File: config.mk
export PLATFORM = sky130hd
export DESIGN_NAME = rfid_protocol_config_timers
export DESIGN_NICKNAME = d
export VERILOG_FILES = /design/src/common/rfid_cfg_pkg.sv /design/src/common/slot_timer_if.sv /design/src/rfid_protocol_config_timers.sv /design/src/slot_timer.sv
export VERILOG_INCLUDE_DIRS = /design/src /design/src/common
export SDC_FILE = /design/constraint.sdc
export NUM_CORES = 1
export LEC_CHECK = 0
export ABC_CLOCK_PERIOD_IN_PS = 14500
export BUFFER_PORTS_ARGS = -buffer_cell sky130_fd_sc_hd__buf_2
export CAP_MARGIN = 10
export CORE_MARGIN = 4
export CORE_UTILIZATION = 50
export DETAILED_ROUTE_END_ITERATION = 10
export PLACE_DENSITY = 0.7
export SLEW_MARGIN = 20
export SYNTH_ARGS = -nofsm -noshare
export SYNTH_HDL_FRONTEND = slang
export SYNTH_SLANG_ARGS = --single-unit
File: constraint.sdc
create_clock -name clock -period 14.5 [get_ports clock]
set_input_delay 0.725 -clock clock [delete_from_list [all_inputs] [get_ports clock]]
set_output_delay 0.725 -clock clock [all_outputs]
set_load 0.02 [all_outputs]
File: src/common/rfid_cfg_params.svh
// register offsets, field positions, reset values and timing counts
// assumes a 100 MHz system clock and a word-indexed apb register map
`ifndef RFID_CFG_PARAMS_SVH
`define RFID_CFG_PARAMS_SVH

// register indices (byte address is four times the index)
`define CFG_IDX_PROTOCOL 6'h01
`define CFG_IDX_PULSE 6'h06
`define CFG_IDX_NORESP 6'h07
`define CFG_IDX_IRQ_STATUS 6'h0c
`define CFG_IDX_IRQ_MASK 6'h0d

// protocol select field positions
`define CFG_BIT_RX_CRC_ABSENT 7
`define CFG_BIT_DIRECT_VARIANT 6
`define CFG_BIT_RESERVED 5
`define CFG_BIT_DOUBLE_SUB 2
`define CFG_BIT_HIGH_RATE 1
`define CFG_BIT_ONE_OF_256 0

// irq status and mask field positions
`define CFG_BIT_IRQ_NORESP 0
`define CFG_BIT_IRQ_PULSE_DONE 1

// reset values
`define CFG_RST_PROTOCOL 8'h02
`define CFG_RST_PULSE 8'h00
`define CFG_RST_NORESP 8'h0e
`define CFG_RST_IRQ_MASK 8'h00

// presets loaded on a protocol write
`define CFG_PRESET_PULSE 8'h00
`define CFG_PRESET_NORESP_HIGH 8'h14
`define CFG_PRESET_NORESP_LOW 8'h30

// timing, in picoseconds and nanoseconds as printed
`define CFG_CLK_PERIOD_PS 10000
`define CFG_CLK_PERIOD_NS 10
`define CFG_PULSE_STEP_PS 73700
`define CFG_PROTO_PULSE_PS 9440000
`define CFG_NORESP_STEP_NS 37760
`define CFG_NORESP_STEP_CYCLES (`CFG_NORESP_STEP_NS / `CFG_CLK_PERIOD_NS)

`endif

File: src/common/rfid_cfg_pkg.sv
// types shared by the configuration block and its slot timer
// assumes nothing beyond a systemverilog compiler
package rfid_cfg_pkg;

  // modulation pulse generator states
  typedef enum logic [0:0]
  {
    PULSE_IDLE = 1'b0,
    PULSE_ACTIVE = 1'b1
  } pulse_state_t;

  // empty-slot timer states
  typedef enum logic [0:0]
  {
    SLOT_IDLE = 1'b0,
    SLOT_RUN = 1'b1
  } slot_state_t;

  typedef logic [7:0] cfg_byte_t;

endpackage

File: src/common/slot_timer_if.sv
// carrier between the configuration block and its empty-slot timer
// assumes both ends run on the same system clock
`timescale 1ns/1ps

interface slot_timer_if;
  logic start;
  logic cancel;
  logic [7:0] wait_steps;
  logic expired;
  logic busy;

  // configuration side
  modport ctrl
  (
    output start,
    output cancel,
    output wait_steps,
    input expired,
    input busy
  );

  // timer side
  modport timer
  (
    input start,
    input cancel,
    input wait_steps,
    output expired,
    output busy
  );
endinterface

File: src/rfid_protocol_config_timers.sv
// protocol configuration registers, pulse-length and empty-slot timing
// assumes an apb master on the system clock and an asynchronous chip enable pin
`timescale 1ns/1ps
`include "rfid_cfg_params.svh"

module rfid_protocol_config_timers
  import rfid_cfg_pkg::*;
#(
  parameter int unsigned NORESP_STEP_CYCLES = `CFG_NORESP_STEP_CYCLES
)
(
  // clock and reset
  input wire logic clock,
  input wire logic resetn,
  // chip enable pin, asynchronous
  input wire logic chip_enable,
  // apb slave
  input wire logic psel,
  input wire logic penable,
  input wire logic pwrite,
  input wire logic [7:0] paddr,
  input wire logic [31:0] pwdata,
  output logic [31:0] prdata,
  output logic pready,
  output logic pslverr,
  // framing events, same clock
  input wire logic tx_pulse_start,
  input wire logic slot_start,
  input wire logic tag_response_start,
  // modulation and interrupt
  output logic mod_pulse,
  output logic irq,
  // decoded protocol selection
  output logic rx_crc_absent,
  output logic direct_variant,
  output logic high_rate,
  output logic double_subcarrier,
  output logic one_of_256
);
  import rfid_cfg_pkg::*;

  localparam logic [24:0] STEP_PS = 25'(`CFG_PULSE_STEP_PS);
  localparam logic [24:0] PROTO_PS = 25'(`CFG_PROTO_PULSE_PS);
  localparam logic [24:0] CLK_PS = 25'(`CFG_CLK_PERIOD_PS);

  logic en_meta_reg;
  logic en_sync_reg;
  logic run_n;
  cfg_byte_t protocol_reg, protocol_next;
  cfg_byte_t pulse_reg, pulse_next;
  cfg_byte_t noresp_reg, noresp_next;
  logic [1:0] status_reg, status_next;
  logic [1:0] mask_reg, mask_next;
  logic irq_reg, irq_next;
  logic [31:0] prdata_reg, prdata_next;
  logic pready_reg, pready_next;
  logic pslverr_reg, pslverr_next;
  pulse_state_t pstate_reg, pstate_next;
  logic [24:0] elapsed_reg, elapsed_next;
  logic [24:0] target_reg, target_next;
  logic pulse_done;
  logic [5:0] index;
  logic mapped;
  logic wr_commit;
  logic [31:0] rd_value;

  slot_timer_if slot_bus ();

  //////////////////////////////////////////////////////////////////////////////
  // chip enable synchroniser; enable low acts as a reset of the block
  always_ff @(posedge clock)
  begin
    if (!resetn)
    begin
      en_meta_reg <= 1'b0;
      en_sync_reg <= 1'b0;
    end
    else
    begin
      en_meta_reg <= chip_enable;
      en_sync_reg <= en_meta_reg;
    end
  end

  assign run_n = resetn & en_sync_reg;

  //////////////////////////////////////////////////////////////////////////////
  // apb decode; word index, byte address is four times the index
  assign index = paddr[7:2];
  assign mapped = (index == `CFG_IDX_PROTOCOL) || (index == `CFG_IDX_PULSE) ||
                  (index == `CFG_IDX_NORESP) || (index == `CFG_IDX_IRQ_STATUS) ||
                  (index == `CFG_IDX_IRQ_MASK);
  // a write lands only at the edge where the master sees pready
  assign wr_commit = psel && penable && pwrite && pready_reg && mapped;

  // read mux, narrow registers sit in the low bits
  always_comb
  begin
    rd_value = 32'h0000_0000;
    unique case (index)
      `CFG_IDX_PROTOCOL: rd_value = {24'h00_0000, protocol_reg};
      `CFG_IDX_PULSE: rd_value = {24'h00_0000, pulse_reg};
      `CFG_IDX_NORESP: rd_value = {24'h00_0000, noresp_reg};
      `CFG_IDX_IRQ_STATUS: rd_value = {30'h0000_0000, status_reg};
      `CFG_IDX_IRQ_MASK: rd_value = {30'h0000_0000, mask_reg};
      default: rd_value = 32'h0000_0000;
    endcase
  end

  // one wait state: pready rises in the second access cycle
  always_comb
  begin
    pready_next = 1'b0;
    pslverr_next = 1'b0;
    prdata_next = prdata_reg;
    if (psel && penable && !pready_reg)
    begin
      pready_next = 1'b1;
      pslverr_next = !mapped;
      prdata_next = (pwrite || !mapped) ? 32'h0000_0000 : rd_value;
    end
  end

  //////////////////////////////////////////////////////////////////////////////
  // configuration registers and their presets
  always_comb
  begin
    protocol_next = protocol_reg;
    pulse_next = pulse_reg;
    noresp_next = noresp_reg;
    mask_next = mask_reg;
    if (wr_commit)
    begin
      unique case (index)
        `CFG_IDX_PROTOCOL:
        begin
          // reserved bit 5 is stored as written; the host keeps it zero
          protocol_next = pwdata[7:0];
          // presets land on the write edge, ready for the next access
          pulse_next = `CFG_PRESET_PULSE;
          noresp_next = pwdata[`CFG_BIT_HIGH_RATE] ? `CFG_PRESET_NORESP_HIGH
                                                   : `CFG_PRESET_NORESP_LOW;
        end
        `CFG_IDX_PULSE: pulse_next = pwdata[7:0];
        `CFG_IDX_NORESP: noresp_next = pwdata[7:0];
        `CFG_IDX_IRQ_MASK: mask_next = pwdata[1:0];
        default: mask_next = mask_reg;
      endcase
    end
  end

  // sticky status, write one to clear; a new event wins over the clear
  always_comb
  begin
    status_next = status_reg;
    if (wr_commit && index == `CFG_IDX_IRQ_STATUS)
    begin
      status_next = status_reg & ~pwdata[1:0];
    end
    status_next[`CFG_BIT_IRQ_NORESP] = status_next[`CFG_BIT_IRQ_NORESP] | slot_bus.expired;
    status_next[`CFG_BIT_IRQ_PULSE_DONE] = status_next[`CFG_BIT_IRQ_PULSE_DONE] | pulse_done;
    irq_next = |(status_next & mask_next);
  end

  //////////////////////////////////////////////////////////////////////////////
  // modulation pulse: length in picoseconds, advanced one clock period a cycle
  always_comb
  begin
    pstate_next = pstate_reg;
    elapsed_next = elapsed_reg;
    target_next = target_reg;
    pulse_done = 1'b0;
    unique case (pstate_reg)
      PULSE_IDLE:
      begin
        if (tx_pulse_start)
        begin
          pstate_next = PULSE_ACTIVE;
          elapsed_next = CLK_PS;
          // override of zero falls back to the protocol pulse
          target_next = (pulse_reg == 8'h00) ? PROTO_PS
                                             : 25'(pulse_reg * STEP_PS);
        end
      end
      PULSE_ACTIVE:
      begin
        // truncates to whole clocks: a step is 7.37 periods
        if (elapsed_reg + CLK_PS > target_reg)
        begin
          pstate_next = PULSE_IDLE;
          pulse_done = 1'b1;
        end
        else
        begin
          elapsed_next = elapsed_reg + CLK_PS;
        end
      end
    endcase
  end

  //////////////////////////////////////////////////////////////////////////////
  // empty-slot timer control
  assign slot_bus.start = slot_start;
  assign slot_bus.cancel = tag_response_start;
  assign slot_bus.wait_steps = noresp_reg;

  slot_timer #(
    .STEP_CYCLES(NORESP_STEP_CYCLES)
  ) u_slot_timer (
    .clock(clock),
    .run_n(run_n),
    .tmr(slot_bus.timer)
  );

  //////////////////////////////////////////////////////////////////////////////
  // apb answer registers; enable low drops a transfer in flight
  always_ff @(posedge clock)
  begin
    if (!run_n)
    begin
      prdata_reg <= 32'h0000_0000;
      pready_reg <= 1'b0;
      pslverr_reg <= 1'b0;
    end
    else
    begin
      prdata_reg <= prdata_next;
      pready_reg <= pready_next;
      pslverr_reg <= pslverr_next;
    end
  end

  // configuration registers; enable low or reset returns every default
  always_ff @(posedge clock)
  begin
    if (!run_n)
    begin
      protocol_reg <= `CFG_RST_PROTOCOL;
      pulse_reg <= `CFG_RST_PULSE;
      noresp_reg <= `CFG_RST_NORESP;
      mask_reg <= 2'(`CFG_RST_IRQ_MASK);
    end
    else
    begin
      protocol_reg <= protocol_next;
      pulse_reg <= pulse_next;
      noresp_reg <= noresp_next;
      mask_reg <= mask_next;
    end
  end

  // sticky status and the registered interrupt line
  always_ff @(posedge clock)
  begin
    if (!run_n)
    begin
      status_reg <= 2'b00;
      irq_reg <= 1'b0;
    end
    else
    begin
      status_reg <= status_next;
      irq_reg <= irq_next;
    end
  end

  // modulation pulse state; a pulse cut by enable low reports no done event
  always_ff @(posedge clock)
  begin
    if (!run_n)
    begin
      pstate_reg <= PULSE_IDLE;
      elapsed_reg <= 25'h000_0000;
      target_reg <= 25'h000_0000;
    end
    else
    begin
      pstate_reg <= pstate_next;
      elapsed_reg <= elapsed_next;
      target_reg <= target_next;
    end
  end

  //////////////////////////////////////////////////////////////////////////////
  // outputs straight from registers
  assign prdata = prdata_reg;
  assign pready = pready_reg;
  assign pslverr = pslverr_reg;
  assign irq = irq_reg;
  assign mod_pulse = (pstate_reg == PULSE_ACTIVE);
  assign rx_crc_absent = protocol_reg[`CFG_BIT_RX_CRC_ABSENT];
  // the host sets this before entering direct mode
  assign direct_variant = protocol_reg[`CFG_BIT_DIRECT_VARIANT];
  assign double_subcarrier = protocol_reg[`CFG_BIT_DOUBLE_SUB];
  assign high_rate = protocol_reg[`CFG_BIT_HIGH_RATE];
  assign one_of_256 = protocol_reg[`CFG_BIT_ONE_OF_256];
endmodule

File: src/slot_timer.sv
// empty-slot timer: counts wait_steps steps of a fixed cycle count
// assumes start and cancel come from logic on the same clock
`timescale 1ns/1ps
`include "rfid_cfg_params.svh"

module slot_timer
  import rfid_cfg_pkg::*;
#(
  parameter int unsigned STEP_CYCLES = `CFG_NORESP_STEP_CYCLES
)
(
  // clock and synchronous reset
  input wire logic clock,
  input wire logic run_n,
  // control carrier
  slot_timer_if.timer tmr
);
  import rfid_cfg_pkg::*;

  localparam int unsigned PW = $clog2(STEP_CYCLES + 1);

  slot_state_t state_reg, state_next;
  logic [PW-1:0] pre_reg, pre_next;
  logic [7:0] steps_reg, steps_next;
  logic expired_reg, expired_next;

  //////////////////////////////////////////////////////////////////////////////
  // next state: prescale to steps, count steps down
  always_comb
  begin
    state_next = state_reg;
    pre_next = pre_reg;
    steps_next = steps_reg;
    expired_next = 1'b0;
    if (tmr.start && tmr.wait_steps != 8'h00)
    begin
      // a new slot restarts the wait even if one was running
      state_next = SLOT_RUN;
      pre_next = PW'(STEP_CYCLES - 1);
      steps_next = tmr.wait_steps;
    end
    else if (tmr.start || tmr.cancel)
    begin
      // zero wait disables the timer; a response ends the wait
      state_next = SLOT_IDLE;
    end
    else
    begin
      unique case (state_reg)
        SLOT_IDLE:
        begin
          state_next = SLOT_IDLE;
        end
        SLOT_RUN:
        begin
          if (pre_reg != '0)
          begin
            pre_next = pre_reg - PW'(1);
          end
          else if (steps_reg == 8'h01)
          begin
            state_next = SLOT_IDLE;
            expired_next = 1'b1;
          end
          else
          begin
            pre_next = PW'(STEP_CYCLES - 1);
            steps_next = steps_reg - 8'h01;
          end
        end
      endcase
    end
  end

  // registers only
  always_ff @(posedge clock)
  begin
    if (!run_n)
    begin
      state_reg <= SLOT_IDLE;
      pre_reg <= '0;
      steps_reg <= 8'h00;
      expired_reg <= 1'b0;
    end
    else
    begin
      state_reg <= state_next;
      pre_reg <= pre_next;
      steps_reg <= steps_next;
      expired_reg <= expired_next;
    end
  end

  assign tmr.expired = expired_reg;
  assign tmr.busy = (state_reg == SLOT_RUN);
endmodule
# Yosys cells after proc, flatten, opt, wreduce, memory -nomap -nowiden
# Cells that the tools add are included.
totals:
  word_cells: 114
  regBits: 138
  out_inout_bits: 41
classes:
  bitwise_logic: 10
  n_mul: 1
  n_eq_ne: 13
  n_reduce_logical: 33
  magnitude_cmp: 1
  muxes: 34
  add_sub_neg: 3
op_table:
  columns: ["operator", "count"]
  rows:
  - ["two-way mux 25 bit", 3]
  - ["two-way mux 12 bit", 5]
  - ["one-hot mux 25 bit (2 select lines)", 1]
  - ["two-way mux 8 bit", 5]
  - ["one-hot mux 8 bit (5 select lines)", 1]
  - ["two-way mux 32 bit", 1]
  - ["one-hot mux 8 bit (2 select lines)", 2]
  - ["adder 25 x 14 -> 25 bit (second input constant)", 1]
  - ["greater-than comparator 25 bit", 1]
  - ["multiplier 8 x 15 -> 23 bit (second input constant)", 1]
  - ["== test 6 x 3 -> 1 bit (second input constant)", 2]
  - ["== test 6 x 4 -> 1 bit (second input constant)", 2]
  - ["AND reduction 2 bit", 6]
  - ["nonzero test 12 bit", 1]
  - ["subtractor 12 x 1 -> 12 bit (second input constant)", 1]
  - ["two-way mux 1 bit", 10]
  - ["== test 8 x 1 -> 1 bit (second input constant)", 1]
  - ["logical NOT 8 bit", 1]
  - ["!= test 2 x 1 -> 1 bit (second input constant)", 4]
  - ["nonzero test 8 bit", 1]
  - ["subtractor 8 x 1 -> 8 bit (second input constant)", 1]
  - ["logical AND 1 bit", 7]
  - ["== test 6 x 1 -> 1 bit (second input constant)", 1]
  - ["logical OR 1 bit", 6]
  - ["other kinds (16)", 30]

# Depth between registers and ports, before layout
logic_depth:
  depth_word: 11
  ltp_mapped: 16
  mapped_depth_nobuf: 16

# Cells and area by module
# From an unflattened synthesis, not the netlist that was laid out.
unflattened:
  hier_cells: 918
  hier_area_um2: 7786.2
by_module_without_submodules:
  columns: ["mod", "area_per_inst_um2", "cells_per_inst", "n_inst"]
  rows:
  - ["rfid_protocol_config_timers", 6476.2, 764, 1]
  - ["slot_timer", 1310.0, 154, 1]

# Worst setup path after synthesis
# Ideal clock, no wire load.
synth_path:
  kind: "reg2reg"
  start: "register pulse_reg[2]"
  end: "register target_reg[21]"
  slack_ns: 9.941
  arrival_ns: 4.484
  required_time_ns: 14.425
  n_path_buf: 0
  period_less_slack_ns: 4.559
  stages_incl_launch_ff: 17
  path_cell_list: "dfxtp_1 inv_1 fa_1 inv_1 ha_1 fa_1 inv_1 fa_1 inv_1 ha_1 nor2b_1 o31a_1 o31a_1 a211o_1 o21ai_0 mux2_2 o22ai_1"
synth_via:
  elab_chain_len: 2
  elab_cells_between_ends: 3
synth_rtl:
  columns: ["element", "line", "text"]
  rows:
  - ["start: declaration", "rfid_protocol_config_timers.sv:50", "cfg_byte_t pulse_reg, pulse_next;"]
  - ["start signal: assignment", "rfid_protocol_config_timers.sv:239", "pulse_reg <= `CFG_RST_PULSE;"]
  - ["start signal: assignment", "rfid_protocol_config_timers.sv:246", "pulse_reg <= pulse_next;"]
  - ["multiplier 8 x 15 -> 23 bit / logical NOT 8 bit (equally long branches)", "rfid_protocol_config_timers.sv:182, rfid_protocol_config_timers.sv:181", null]
  - ["two-way mux 25 bit (*)", "rfid_protocol_config_timers.sv:181", "target_next = (pulse_reg == 8'h00) ? PROTO_PS"]
  - ["end signal: assignment", "rfid_protocol_config_timers.sv:280", "target_reg <= target_next;"]
  - ["end: declaration", "rfid_protocol_config_timers.sv:60", "logic [24:0] target_reg, target_next;"]
# Mark *: on every way between the ends. The rest lies on a longest branch, timed or not.
# A chain may end at the register's enable or synchronous reset.

# Final worst setup path
layout_path:
  start: "register pulse_reg[4]"
  end: "register target_reg[21]"
# The elaborated chain is that of the path after synthesis.

==> results.ini <==
[global_route]
grt_first_pass_wirelength_mm = 28.5
grt_pass1_vias = 5859
overflow = 0
grt.total_usage_pct = 19.3
antenna_found_initial = 0
grt_start_max_net_pins = 91

[power_and_ir_drop]
ir_drop_mv = 0.0592
p_leak_nw = 3.43
total_power_mw = 0.577
p_per_area_mw_per_mm2 = 70.9

[yosys]
synth-edff-count = 0
seq_area_frac_synth_pct = 28.3
syn_avg_cell_area_um2 = 8.28
synth_largest_area_cell = dfxtp_1
synth_top_area_share_pct = 28.3
syn_area_mm2 = 0.00763
synth_cell_types = 68
async_reset_ff_share_pct = 0
synth_warnings = 0
synth_top_cells_by_area = dfxtp_1, ha_1, fa_1
ys_ff_latch = 108
ys.flop_type = dfxtp_1
synthCells = 922

[sta]
drv_slew = 0
slew-limit-headroom_pct = 34.3
worstMarginPinSlew_ns = 0.986
skew_ns = 0.00857
rsz0062_at_grt = false
tns_ns = 0
clock.fmax_ghz = 0.197
finalSetupViolations = 0
timing.final.crit_share_pct = 34.9
final-hold-violation-count = 0
period_minus_slack_ns = 5.07

[worst_setup_path]
max_stage_delay_ns = 0.61
path_common_cell = inv_1
crit_chain = inv_1 -> fa_1 -> inv_1 -> ha_1 -> fa_1 -> inv_1 -> fa_1 -> inv_1 -> ha_1 -> nor2b_1 -> o31a_1 -> o31a_1 -> a211o_1 -> o21ai_0 -> mux2_2 -> o22ai_1
crit_fanout = 9
worst-path-buf-inv = 4
startpoint = pulse_reg[4]$_SDFFE_PN0P_
worst_ep_required_time_ns = 14.77
cp.arrival_ns = 5.34
timing.rr.start = pulse_reg[4]$_SDFFE_PN0P_
crit_family = adder cells
end_kind = flop
crit_type = reg -> reg
cpMaxStageDelayCell = fa_1
crit_path_start_kind = flop

[clock_tree]
clockBufferDepth = 2
htree_levels = 3
clk_pin_slew_worst_paths_ns = 0.07
clk-insertion-delay-late_ns = 0.35
cts_tree = yes
cts-resized-gates = 0
cts_buffers = 9
hold_buffers = 0
postCtsSetupBuffers = 0
clockRootBuffer = clkbuf_16
cts_sinks = 108

[final_layout]
area_delta_synth_final_pct = 6.59
multi_input_area_mm2 = 0.00489
fillers = 1384
nets = 1091
num_antenna_cells = 0
largest_reg_flops = 23
final_area_mm2 = 0.00814
ff_latch_area_mm2 = 0.00216
drive_above_1_share_pct = 8.24
final_core_util_pct = 55.2

[floorplanning]
dieArea_mm2 = 0.0173
start_util_pct = 51.7
rows = 44
io_pins = 90
dieWidth_um = 132
die_y_um = 132
core_area_mm2 = 0.0148

[route]
drcViolationCount = 0
wire_per_inst_um = 14.6
drtAntennaViolNets = 0
first_pass_iters = 5
vias = 6229
viasPerCell = 5.51
drt_iter0_drc = 443
wirelength_mm = 16.5

[run_status]
status = finished, final reports clean

[place]
io_buffers = 39
dpl.hpwl_mm = 12.2
post_dp_cell_area_mm2 = 0.00785
globalplace.congestion = 0.847

[worst_hold_path]
min-delay-start = en_meta_reg$_SDFF_PN0_
hold_class = reg -> reg

[job]
max_cap_violations = 0

==> layout by cell type (no fill, tap or decap), drive strengths merged, types with 20 or more instances in the layout <==
| master | Yosys | routed |
|---|---|---|
| nor2 | 71 | 71 |
| fa | 24 | 24 |
| inv | 94 | 96 |
| conb | 1 | 24 |
| o21ai | 47 | 47 |
| ha | 76 | 76 |
| buf | 32 | 41 |
| dfxtp | 108 | 108 |
| xnor2 | 26 | 26 |
| nor3 | 20 | 20 |
| nand3 | 30 | 30 |
| a21oi | 87 | 87 |
| nand2 | 75 | 75 |
| a22oi | 26 | 26 |
==> area by class of cell <==
type | instances | area share, %
Multi-Input combinational cell | 688 | 60.1
Sequential cell | 108 | 26.6
Inverter | 94 | 4.34
Clock buffer | 13 | 3.20
Tap cell | 184 | 2.83
Timing Repair Buffer | 41 | 2.58
Clock inverter | 3 | 0.354
==> layer usage <==
metal,global-route usage (%),wire [um],vias to the layer above
met2,29.9,7230,128
met5,0,0,-
met3,3.36,680,20
met1,27.9,8270,2868
met4,5.13,284,0
li1,-,-,3213
==> synth_stat cells (all sizes together) (6+ instances only) <==
cell,instances
mux2i,9
nand4,10
o31ai,6
nand2,75
fa,24
o21a,8
a21o,8
dfxtp,108
xnor2,26
o21ai,47
clkbuf,23
nand3b,8
xor2,15
nor3,20
a211oi,6
or3,7
nand3,30
a21oi,87
ha,76
buf,32
nor2,71
inv,94
a31oi,8
a22oi,26
nor2b,7
and3,8
and2,10
o211ai,6
nor4,7
==> power by group <==
group / leakage, nW / switching (mW) / internal (mW) / total [mW]
registers: 0.871 / 0.00152 / 0.298 / 0.300
clock network: 0.142 / 0.113 / 0.128 / 0.241
logic: 2.42 / 0.0264 / 0.00980 / 0.0362
total: 3.43 / 0.141 / 0.436 / 0.577
==> per-stage QoR <==
step | setup slack [ns] | cells | hold slack [ns]
finish | 9.43 | 1131 | 0.448
CTS | 9.40 | 1131 | 0.453
detailed placement | 9.44 | 1115 | 0.433
global placement | 9.46 | 1115 | 0.435
floorplan | 9.94 | 945 | 0.412
global route | 9.23 | 1131 | 0.473
==> final timing paths <==
check                           slack, ns  depth (start not counted)                     endpoint
worst min register to register       0.45                          1       en_sync_reg$_SDFF_PN0_
worst min-delay path                 0.45                          1       en_sync_reg$_SDFF_PN0_
worst max register to register       9.43                         16  target_reg[21]$_SDFFE_PN0P_
worst max-delay path                 9.43                         16  target_reg[21]$_SDFFE_PN0P_
==> cells by family (layout without fill, tap and decap cells) <==
family	count (synthesis)	after routing	share of synthesized area, %
XOR/XNOR	41	41	4.70
other	1	24	0.0491
AO/OA/AOI/OAI	234	234	19.3
flip-flops	108	108	28.3
buffers and inverters	149	151	8.82
adder cells (fa/ha/maj)	100	100	18.7
multiplexers	12	12	1.62
AND/OR/NAND/NOR	277	277	18.5
Power figures use the tool's default switching activity.
